===== src/hw/flag_defines.svh =====
// bit positions, register offsets and constants of the condition flag block
// assumes nothing beyond a SystemVerilog compiler that honours include guards
`ifndef FLAG_DEFINES_SVH
`define FLAG_DEFINES_SVH

`define FL_SIGN 7
`define FL_ZERO 6
`define FL_HALF 4
`define FL_PV 2
`define FL_SUB 1
`define FL_CARRY 0

`define FLAGS_RESET 8'h00
`define FLAGS_LIVE_MASK 8'hd7

`define OFF_MAIN_FLAGS 4'h0
`define OFF_ALT_FLAGS 4'h4
`define OFF_STATUS 4'h8

`define BCD_LOW_FIX 8'h06
`define BCD_HIGH_FIX 8'h60
`define BCD_DIGIT_MAX 4'h9
`define BCD_BYTE_MAX 8'h99

`endif


===== src/hw/flag_pkg.sv =====
// types shared by the condition flag block and whoever drives it
// assumes the decoder presents one flag_op_t per clock-enabled cycle
package flag_pkg;

    typedef enum logic [4:0] {
        OP_ADD8 = 5'h00, OP_ADC8 = 5'h01, OP_SUB8 = 5'h02, OP_SBC8 = 5'h03,
        OP_CP8 = 5'h04, OP_NEG8 = 5'h05, OP_AND8 = 5'h06, OP_OR8 = 5'h07,
        OP_XOR8 = 5'h08, OP_INC8 = 5'h09, OP_DEC8 = 5'h0a, OP_ADD16 = 5'h0b,
        OP_ADC16 = 5'h0c, OP_SBC16 = 5'h0d, OP_ROT_ACC = 5'h0e, OP_ROT_LOC = 5'h0f,
        OP_NIB_LEFT = 5'h10, OP_NIB_RIGHT = 5'h11, OP_DEC_ADJ = 5'h12, OP_CPL = 5'h13,
        OP_SCF = 5'h14, OP_CCF = 5'h15, OP_IN_REG = 5'h16, OP_BLK_IO = 5'h17,
        OP_BLK_MOVE = 5'h18, OP_BLK_CMP = 5'h19, OP_LD_IR = 5'h1a, OP_BIT = 5'h1b
    } flag_op_e_t;

    typedef enum logic [2:0] {
        ROT_RLC = 3'h0, ROT_RRC = 3'h1, ROT_RL = 3'h2, ROT_RR = 3'h3,
        ROT_SLA = 3'h4, ROT_SRA = 3'h5, ROT_SRL = 3'h6
    } rot_kind_t;

    typedef enum logic [2:0] {
        COND_NZ = 3'h0, COND_Z = 3'h1, COND_NC = 3'h2, COND_C = 3'h3,
        COND_PO = 3'h4, COND_PE = 3'h5, COND_P = 3'h6, COND_M = 3'h7
    } cond_t;

    typedef struct packed {
        logic valid;
        flag_op_e_t op;
        rot_kind_t rot;
        logic [2:0] bit_sel;
        logic [7:0] a;
        logic [7:0] b;
        logic [15:0] a16;
        logic [15:0] b16;
        logic [15:0] block_count_pair;
        logic [7:0] io_count;
        logic interrupt_enable_latch;
        logic swap;
    } flag_op_t;

    typedef struct packed {
        logic [7:0] res;
        logic c;
        logic h;
        logic v;
    } alu8_t;

    typedef struct packed {
        logic [15:0] res;
        logic c;
        logic v;
    } alu16_t;

    typedef struct packed {
        logic [7:0] main_flags;
        logic [7:0] alt_flags;
        logic bank;
        logic ack;
        logic [31:0] rdata;
        logic [15:0] result;
    } flag_state_t;

endpackage : flag_pkg


===== src/hw/cpu_condition_flag_logic.sv =====
// condition flag generation and update for an 8-bit processor core
// assumes a decoder issuing flag_op_i synchronously and a classic wishbone master
//
// Function
// - two flag bytes, main and alternate
// - S, Z, P/V, C drive branch conditions
// - add and shifts load carry out
// - subtract borrow sets carry
// - zero flag marks zero result
// - sign flag copies result bit 7, or bit 15 on 16-bit add/subtract with carry
// - P/V flags signed overflow on arithmetic
// - logic ops: parity, N C clear, H
// - half-carry tracks low nibble carry/borrow
// - N records add versus subtract
// - other instructions leave flags untouched
// - block compare: Z on match, N set
// - block compare/move: P/V while count nonzero
// - block I/O: Z when count zero, N
// - load vector/refresh copies interrupt latch
// - 8-bit add flags, N cleared
// - 8-bit subtract family flags, N set
// - 16-bit add-with-carry flags, N cleared
// - 16-bit subtract-with-carry flags, N set
// - location rotates: S Z P, carry out
// - nibble rotates: S Z P, carry kept
// - bit test into Z, H set
//
// The implementer's own choices: the Wishbone interface to the registers and the address map.
`include "flag_defines.svh"

module cpu_condition_flag_logic
    import flag_pkg::*;
(
    input wire logic clk_i,
    input wire logic rst_i,
    input wire logic ce_i,
    input wire logic wb_cyc_i,
    input wire logic wb_stb_i,
    input wire logic wb_we_i,
    input wire logic [3:0] wb_adr_i,
    input wire logic [3:0] wb_sel_i,
    input wire logic [31:0] wb_dat_i,
    output logic [31:0] wb_dat_o,
    output logic wb_ack_o,
    input wire flag_op_t flag_op_i,
    input wire cond_t cond_sel_i,
    output logic cond_true_o,
    output logic [7:0] flags_o,
    output logic [15:0] result_o,
    output logic bank_o
);

    flag_state_t st_reg;
    flag_state_t st_next;

    function automatic alu8_t add8(input logic [7:0] x, input logic [7:0] y, input logic cin);
        alu8_t r;
        logic [8:0] s;
        logic [4:0] l;
        s = {1'b0, x} + {1'b0, y} + {8'h00, cin};
        l = {1'b0, x[3:0]} + {1'b0, y[3:0]} + {4'h0, cin};
        r.res = s[7:0];
        r.c = s[8];
        r.h = l[4];
        r.v = (x[7] == y[7]) && (s[7] != x[7]);
        return r;
    endfunction : add8

    function automatic alu8_t sub8(input logic [7:0] x, input logic [7:0] y, input logic cin);
        alu8_t r;
        logic [8:0] s;
        logic [4:0] l;
        s = {1'b0, x} - {1'b0, y} - {8'h00, cin};
        l = {1'b0, x[3:0]} - {1'b0, y[3:0]} - {4'h0, cin};
        r.res = s[7:0];
        r.c = s[8];
        r.h = l[4];
        r.v = (x[7] != y[7]) && (s[7] != x[7]);
        return r;
    endfunction : sub8

    function automatic alu16_t arith16(input logic [15:0] x, input logic [15:0] y,
                                       input logic cin, input logic subtract);
        alu16_t r;
        logic [16:0] s;
        if (subtract) begin
            s = {1'b0, x} - {1'b0, y} - {16'h0000, cin};
            r.v = (x[15] != y[15]) && (s[15] != x[15]);
        end else begin
            s = {1'b0, x} + {1'b0, y} + {16'h0000, cin};
            r.v = (x[15] == y[15]) && (s[15] != x[15]);
        end
        r.res = s[15:0];
        r.c = s[16];
        return r;
    endfunction : arith16

    // parity flag convention: 1 for an even count of ones
    function automatic logic [7:0] szp(input logic [7:0] f, input logic [7:0] r);
        logic [7:0] o;
        o = f;
        o[`FL_SIGN] = r[7];
        o[`FL_ZERO] = (r == 8'h00);
        o[`FL_PV] = ~^r;
        return o;
    endfunction : szp

    function automatic logic [8:0] rotate(input rot_kind_t k, input logic [7:0] v,
                                          input logic cin);
        logic [8:0] o;
        unique case (k)
            ROT_RLC: o = {v[7], v[6:0], v[7]};
            ROT_RRC: o = {v[0], v[0], v[7:1]};
            ROT_RL: o = {v[7], v[6:0], cin};
            ROT_RR: o = {v[0], cin, v[7:1]};
            ROT_SLA: o = {v[7], v[6:0], 1'b0};
            ROT_SRA: o = {v[0], v[7], v[7:1]};
            ROT_SRL: o = {v[0], 1'b0, v[7:1]};
            default: o = {1'b0, v};
        endcase
        return o;
    endfunction : rotate

    logic [7:0] act_flags;
    logic cin;
    logic bus_req;
    logic bus_wr;

    assign act_flags = st_reg.bank ? st_reg.alt_flags : st_reg.main_flags;
    assign cin = act_flags[`FL_CARRY];
    assign bus_req = wb_cyc_i && wb_stb_i;
    // a write commits at the edge where the master sees ack
    assign bus_wr = bus_req && wb_we_i && st_reg.ack && wb_sel_i[0];

    always_comb begin
        alu8_t a8;
        alu16_t a16;
        logic [8:0] rt;
        logic [7:0] nf;
        logic [7:0] r8;
        logic [7:0] corr;
        st_next = st_reg;
        nf = act_flags;
        r8 = flag_op_i.a;
        corr = 8'h00;
        a8 = add8(flag_op_i.a, flag_op_i.b, 1'b0);
        a16 = arith16(flag_op_i.a16, flag_op_i.b16, cin, 1'b0);
        rt = rotate(flag_op_i.rot, flag_op_i.b, cin);
        // indeterminate flags keep their previous value
        unique case (flag_op_i.op)
            OP_ADD8, OP_ADC8: begin
                a8 = add8(flag_op_i.a, flag_op_i.b, (flag_op_i.op == OP_ADC8) && cin);
                r8 = a8.res;
                nf = szp(nf, r8);
                nf[`FL_PV] = a8.v;
                nf[`FL_HALF] = a8.h;
                nf[`FL_CARRY] = a8.c;
                nf[`FL_SUB] = 1'b0;
            end
            OP_SUB8, OP_SBC8, OP_CP8, OP_NEG8: begin
                if (flag_op_i.op == OP_NEG8) begin
                    a8 = sub8(8'h00, flag_op_i.a, 1'b0);
                end else begin
                    a8 = sub8(flag_op_i.a, flag_op_i.b, (flag_op_i.op == OP_SBC8) && cin);
                end
                r8 = (flag_op_i.op == OP_CP8) ? flag_op_i.a : a8.res;
                nf = szp(nf, a8.res);
                nf[`FL_PV] = a8.v;
                nf[`FL_HALF] = a8.h;
                nf[`FL_CARRY] = a8.c;
                nf[`FL_SUB] = 1'b1;
            end
            OP_AND8, OP_OR8, OP_XOR8: begin
                if (flag_op_i.op == OP_AND8) begin
                    r8 = flag_op_i.a & flag_op_i.b;
                end else if (flag_op_i.op == OP_OR8) begin
                    r8 = flag_op_i.a | flag_op_i.b;
                end else begin
                    r8 = flag_op_i.a ^ flag_op_i.b;
                end
                nf = szp(nf, r8);
                nf[`FL_HALF] = (flag_op_i.op == OP_AND8);
                nf[`FL_SUB] = 1'b0;
                nf[`FL_CARRY] = 1'b0;
            end
            OP_INC8, OP_DEC8: begin
                if (flag_op_i.op == OP_INC8) begin
                    a8 = add8(flag_op_i.b, 8'h01, 1'b0);
                end else begin
                    a8 = sub8(flag_op_i.b, 8'h01, 1'b0);
                end
                r8 = a8.res;
                nf = szp(nf, r8);
                nf[`FL_PV] = a8.v;
                nf[`FL_HALF] = a8.h;
                nf[`FL_SUB] = (flag_op_i.op == OP_DEC8);
            end
            OP_ADD16: begin
                a16 = arith16(flag_op_i.a16, flag_op_i.b16, 1'b0, 1'b0);
                nf[`FL_SUB] = 1'b0;
                nf[`FL_CARRY] = a16.c;
            end
            OP_ADC16, OP_SBC16: begin
                a16 = arith16(flag_op_i.a16, flag_op_i.b16, cin, flag_op_i.op == OP_SBC16);
                nf[`FL_SIGN] = a16.res[15];
                nf[`FL_ZERO] = (a16.res == 16'h0000);
                nf[`FL_PV] = a16.v;
                nf[`FL_CARRY] = a16.c;
                nf[`FL_SUB] = (flag_op_i.op == OP_SBC16);
            end
            OP_ROT_ACC: begin
                rt = rotate(flag_op_i.rot, flag_op_i.a, cin);
                r8 = rt[7:0];
                nf[`FL_HALF] = 1'b0;
                nf[`FL_SUB] = 1'b0;
                nf[`FL_CARRY] = rt[8];
            end
            OP_ROT_LOC: begin
                r8 = rt[7:0];
                nf = szp(nf, r8);
                nf[`FL_HALF] = 1'b0;
                nf[`FL_SUB] = 1'b0;
                nf[`FL_CARRY] = rt[8];
            end
            OP_NIB_LEFT, OP_NIB_RIGHT: begin
                // accumulator in the low byte of the result, memory byte in the high
                if (flag_op_i.op == OP_NIB_LEFT) begin
                    r8 = {flag_op_i.a[7:4], flag_op_i.b[7:4]};
                end else begin
                    r8 = {flag_op_i.a[7:4], flag_op_i.b[3:0]};
                end
                nf = szp(nf, r8);
                nf[`FL_HALF] = 1'b0;
                nf[`FL_SUB] = 1'b0;
            end
            OP_DEC_ADJ: begin
                if (act_flags[`FL_HALF] || (flag_op_i.a[3:0] > `BCD_DIGIT_MAX)) begin
                    corr = corr | `BCD_LOW_FIX;
                end
                if (act_flags[`FL_CARRY] || (flag_op_i.a > `BCD_BYTE_MAX)) begin
                    corr = corr | `BCD_HIGH_FIX;
                    nf[`FL_CARRY] = 1'b1;
                end
                // N picks the correction direction
                if (act_flags[`FL_SUB]) begin
                    r8 = flag_op_i.a - corr;
                    nf[`FL_HALF] = act_flags[`FL_HALF] && (flag_op_i.a[3:0] < 4'h6);
                end else begin
                    r8 = flag_op_i.a + corr;
                    nf[`FL_HALF] = (flag_op_i.a[3:0] > `BCD_DIGIT_MAX);
                end
                nf = szp(nf, r8);
            end
            OP_CPL: begin
                r8 = ~flag_op_i.a;
                nf[`FL_HALF] = 1'b1;
                nf[`FL_SUB] = 1'b1;
            end
            OP_SCF: begin
                nf[`FL_HALF] = 1'b0;
                nf[`FL_SUB] = 1'b0;
                nf[`FL_CARRY] = 1'b1;
            end
            OP_CCF: begin
                nf[`FL_SUB] = 1'b0;
                nf[`FL_CARRY] = ~cin;
            end
            OP_IN_REG: begin
                r8 = flag_op_i.b;
                nf = szp(nf, r8);
                nf[`FL_HALF] = 1'b0;
                nf[`FL_SUB] = 1'b0;
            end
            OP_BLK_IO: begin
                nf[`FL_ZERO] = (flag_op_i.io_count == 8'h00);
                nf[`FL_SUB] = 1'b1;
            end
            OP_BLK_MOVE: begin
                nf[`FL_HALF] = 1'b0;
                nf[`FL_SUB] = 1'b0;
                nf[`FL_PV] = (flag_op_i.block_count_pair != 16'h0000);
            end
            OP_BLK_CMP: begin
                a8 = sub8(flag_op_i.a, flag_op_i.b, 1'b0);
                nf[`FL_SIGN] = a8.res[7];
                nf[`FL_ZERO] = (flag_op_i.a == flag_op_i.b);
                nf[`FL_HALF] = a8.h;
                nf[`FL_SUB] = 1'b1;
                nf[`FL_PV] = (flag_op_i.block_count_pair != 16'h0000);
            end
            OP_LD_IR: begin
                r8 = flag_op_i.b;
                nf = szp(nf, r8);
                nf[`FL_PV] = flag_op_i.interrupt_enable_latch;
                nf[`FL_HALF] = 1'b0;
                nf[`FL_SUB] = 1'b0;
            end
            OP_BIT: begin
                nf[`FL_ZERO] = ~flag_op_i.b[flag_op_i.bit_sel];
                nf[`FL_HALF] = 1'b1;
                nf[`FL_SUB] = 1'b0;
            end
            default: begin
                nf = act_flags;
            end
        endcase
        nf = nf & `FLAGS_LIVE_MASK;

        if (ce_i) begin
            st_next.ack = bus_req && !st_reg.ack;
            if (bus_req && !st_reg.ack) begin
                unique case (wb_adr_i)
                    `OFF_MAIN_FLAGS: st_next.rdata = {24'h000000, st_reg.main_flags};
                    `OFF_ALT_FLAGS: st_next.rdata = {24'h000000, st_reg.alt_flags};
                    `OFF_STATUS: st_next.rdata = {31'h00000000, st_reg.bank};
                    default: st_next.rdata = 32'h00000000;
                endcase
            end
            if (bus_wr && (wb_adr_i == `OFF_MAIN_FLAGS)) begin
                st_next.main_flags = wb_dat_i[7:0] & `FLAGS_LIVE_MASK;
            end
            if (bus_wr && (wb_adr_i == `OFF_ALT_FLAGS)) begin
                st_next.alt_flags = wb_dat_i[7:0] & `FLAGS_LIVE_MASK;
            end
            // the instruction stream outranks a software write to the same byte
            if (flag_op_i.valid) begin
                if (st_reg.bank) begin
                    st_next.alt_flags = nf;
                end else begin
                    st_next.main_flags = nf;
                end
                st_next.result = (flag_op_i.op == OP_NIB_LEFT)
                    ? {flag_op_i.b[3:0], flag_op_i.a[3:0], r8}
                    : (flag_op_i.op == OP_NIB_RIGHT)
                    ? {flag_op_i.a[3:0], flag_op_i.b[7:4], r8}
                    : (flag_op_i.op inside {OP_ADD16, OP_ADC16, OP_SBC16})
                    ? a16.res : {8'h00, r8};
            end
            // exchange takes effect after this cycle's update
            if (flag_op_i.swap) begin
                st_next.bank = ~st_reg.bank;
            end
        end
    end

    always_ff @(posedge clk_i) begin
        if (rst_i) begin
            st_reg <= '{main_flags: `FLAGS_RESET, alt_flags: `FLAGS_RESET, bank: 1'b0,
                        ack: 1'b0, rdata: 32'h00000000, result: 16'h0000};
        end else begin
            st_reg <= st_next;
        end
    end

    // H and N are deliberately not selectable here
    always_comb begin
        unique case (cond_sel_i)
            COND_NZ: cond_true_o = ~act_flags[`FL_ZERO];
            COND_Z: cond_true_o = act_flags[`FL_ZERO];
            COND_NC: cond_true_o = ~act_flags[`FL_CARRY];
            COND_C: cond_true_o = act_flags[`FL_CARRY];
            COND_PO: cond_true_o = ~act_flags[`FL_PV];
            COND_PE: cond_true_o = act_flags[`FL_PV];
            COND_P: cond_true_o = ~act_flags[`FL_SIGN];
            COND_M: cond_true_o = act_flags[`FL_SIGN];
        endcase
    end

    assign wb_ack_o = st_reg.ack;
    assign wb_dat_o = st_reg.rdata;
    assign flags_o = act_flags;
    assign result_o = st_reg.result;
    assign bank_o = st_reg.bank;

    logic [8:0] chk_sum;
    logic [4:0] chk_low;
    assign chk_sum = {1'b0, flag_op_i.a} + {1'b0, flag_op_i.b};
    assign chk_low = {1'b0, flag_op_i.a[3:0]} + {1'b0, flag_op_i.b[3:0]};
endmodule : cpu_condition_flag_logic


===== config.mk =====
export PLATFORM = sky130hd
export DESIGN_NAME = cpu_condition_flag_logic
export DESIGN_NICKNAME = d
export VERILOG_FILES = /design/src/hw/flag_pkg.sv /design/src/hw/cpu_condition_flag_logic.sv
export VERILOG_INCLUDE_DIRS = /design/src /design/src/hw
export SDC_FILE = /design/constraint.sdc
export NUM_CORES = 1
export LEC_CHECK = 0
export BUFFER_PORTS_ARGS = -buffer_cell sky130_fd_sc_hd__buf_4
export CORE_UTILIZATION = 35
export CTS_CLUSTER_SIZE = 25
export DETAILED_ROUTE_END_ITERATION = 8
export PLACE_DENSITY = 0.63
export RECOVER_POWER = 25
export SLEW_MARGIN = 15
export SYNTH_ARGS = -nofsm -noshare
export SYNTH_HDL_FRONTEND = slang
export SYNTH_SLANG_ARGS = --single-unit

===== constraint.sdc =====
create_clock -name clk_i -period 4.4 [get_ports clk_i]
set_input_delay 0.66 -clock clk_i [delete_from_list [all_inputs] [get_ports clk_i]]
set_output_delay 0.66 -clock clk_i [all_outputs]
set_load 0.01 [all_outputs]

==> results.toml <==
[detailed_routing]
dr.pass1.iters = 6
drt-met1-wl_mm = 16.9
wl_met2_mm = 17.5
via_count = 11400
viasPerCell = 5.81
top_layer_used = "met4"
antenna_left = 0
routed_wl_mm = 38.9
wl_per_cell_um = 19.8
drt_iter0_markers = 1212
drcViolationCount = 0
wl_met3_mm = 3.11

[global_route]
grt_use_total_pct = 26.0
grt_overflow_total = 0
grt_start_max_net_pins = 47
grt_pass1_wl_mm = 58.9
antenna_found_initial = 1
first_global_vias = 10600

[synthesis]
syn_inst = 1410
ys.flop_type = "dfxtp_1"
yosysMostFrequentCell = "nor2_1"
yosysWarnings = 0
async_flop_share_pct = 0
synth.avg_cell_area_um2 = 7.01
synth_commonest_cells = "nor2_1, ha_1, nand2_1, a21oi_1"
yosysTopAreaCell = "ha_1"
synth_area_mm2 = 0.00989
yosys-top-cells-area = "ha_1, dfxtp_1, xnor2_1"
yosysSeqAreaShare_pct = 8.50
synth_top_area_share_pct = 14.8
ys_seq_elements = 42
synthDistinctLibCells = 92
synth_edf_count = 0

[layout]
stdcell_area_mm2 = 0.0120
layout-drive-gt1-share_pct = 21.2
syn2layout_area_growth_pct = 21.8
final_net_count = 1840

[floorplanning]
die_w_um = 170
coreArea_mm2 = 0.0278
start_util_pct = 35.6
die_y_um = 170
fp-row-count = 61
dieArea_mm2 = 0.0289
ioPinCount = 194

[place]
dp_hpwl_mm = 31.4
io_buffer_count = 140
dp_worst_setup_slack_ps = -381
place_area_mm2 = 0.0118
routabilityCongestion = 1.01

[sta]
worst_pin_slew_ps = 1020
hold_viol_final = 0
setup_ws_ps = 197
fmax_mhz = 238
min_period_over_period_pct = 95.5
fin_crit_ps = 4200
drv_slew = 0
finalSetupViolations = 0
slew_headroom_pct = 32.3
finClkSkew_ps = 4.51

[clock_network]
clock-sinks = 42
clock_path_buffers = 2
htreeDepth = 2
clock_latency_ps = 290
cts_root_buffer = "clkbuf_16"
clkTransAtPathRegs_ps = 70
cts_buffers = 5
cts_tree = "done"

[critical_path]
r2r_start = "bank_o$_SDFFE_PP0P_"
worstPathRequired_ps = 4620
end_kind = "register"
cp-start-kind = "register"
critPathMaxFanout = 4
crit_type = "register to register"
arrival_ps = 4420
crit_start = "bank_o$_SDFFE_PP0P_"

[flow_run]
timing.max_cap.violations = 0

[pwr]
peakVddDrop_mv = 0.112
power_density_mw_per_mm2 = 201
p_leak_nw = 5.12

[worst_hold_path]
hp-class = "register to register"
hp-start = "result_o[10]$_SDFFE_PP0P_"

[status]
status = "finished clean"
[cells by family after synthesis]
logic type               after synthesis  synth area share [%]
XOR/XNOR                              87                  7.71
buffers and inverters                216                  10.1
flip-flops                            42                  8.50
AO/OA/AOI/OAI                        421                  28.6
AND/OR/NAND/NOR                      484                  24.8
adder cells (fa/ha/maj)              123                  16.0
multiplexers                          36                  4.16
other                                  1                0.0379
[stage by stage]
stage / setup TNS (ps) / hold WS [ps] / std cells / power [mW] / util [%]
floorplan: 0 / 432 / 1433 / 1.42 / -
global placement: -696 / 467 / 1949 / 1.96 / 42.4
detailed placement: -1380 / 482 / 1949 / 1.99 / 42.4
CTS: 0 / 491 / 1957 / 2.36 / 42.9
global route: -61.9 / 500 / 1961 / 2.59 / 43.3
finish: 0 / 489 / 1962 / 2.42 / 43.3
[report_power, final]
| part | internal (mW) | switching [mW] |
|---|---|---|
| Clock | 0.210 | 0.163 |
| Sequential | 0.395 | 0.0141 |
| Combinational | 0.721 | 0.918 |
| Total | 1.33 | 1.10 |
[layer usage]
metal | vias up | global-route usage (%)
li1 | 5418 | -
met1 | 5401 | 34.6
met2 | 493 | 42.6
met3 | 86 | 4.21
met4 | 0 | 8.50
met5 | - | 0
[critical path: stages (launching register included)]
cell      delay [ps]
dfxtp_4          390
mux2i_4          260
buf_6            150
fa_1             440
ha_1             210
or2_2            310
fa_1             390
nand2b_1         180
a21oi_2          170
a21oi_1          120
buf_4            150
a31o_2           260
xor2_1           140
nand2_1           70
o21ai_0          110
nor4_1           400
nand4b_1         230
o21ai_1          160
[path summary, 6_finish.rpt]
check,to,slack (ps),depth (start not counted)
worst max-delay path,st_reg[56]$_SDFFE_PP0P_,200,17
worst max register to register,st_reg[56]$_SDFFE_PP0P_,200,17
worst min-delay path,result_o[10]$_SDFFE_PP0P_,490,2
worst min register to register,result_o[10]$_SDFFE_PP0P_,490,2
[repair_timing]
| item | in CTS | in global routing |
|---|---|---|
| resized for setup | 3 | 33 |
| hold buffers | 0 | 0 |
| setup endpoints to repair | 6 | 11 |
| pin swaps | 1 | 22 |
| setup buffers | 0 | 4 |
[final cells by class]
type / instances / area, µm²
Antenna cell: 1 / 2.50
Clock buffer: 5 / 125
Clock inverter: 3 / 21.3
Fill cell: 2942 / 15700
Inverter: 89 / 337
Multi-Input combinational cell: 1175 / 8280
Sequential cell: 42 / 845
Tap cell: 378 / 473
Timing Repair Buffer: 269 / 1960
[cells in the final DEF, fill, tap and decap left out, types with 8 or more instances in the layout]
cell      instances
and3_1           11
dfxtp_1          41
a31oi_1          17
nand3_1          31
nor2_1          139
a221oi_1         10
conb_1           24
nand2b_1         24
nor3b_1           9
xnor2_1          59
buf_4           249
mux2i_1          21
a21o_1           13
nand4_1           9
or3_1            14
or2_2            10
o22ai_1          20
clkbuf_1         18
o31ai_1          13
nor4_1           17
xor2_1           27
and2_1           11
o21ai_1           8
ha_1            112
nor3_1           32
a21oi_1          98
mux2_2           11
a211oi_1         22
o21a_1            8
o21ai_0          82
nand3b_1          8
o211ai_1         11
nand2_1         108
a22oi_1          13
nor2b_1          23
inv_1            82
Note: power is estimated with default switching activity, not from simulation.
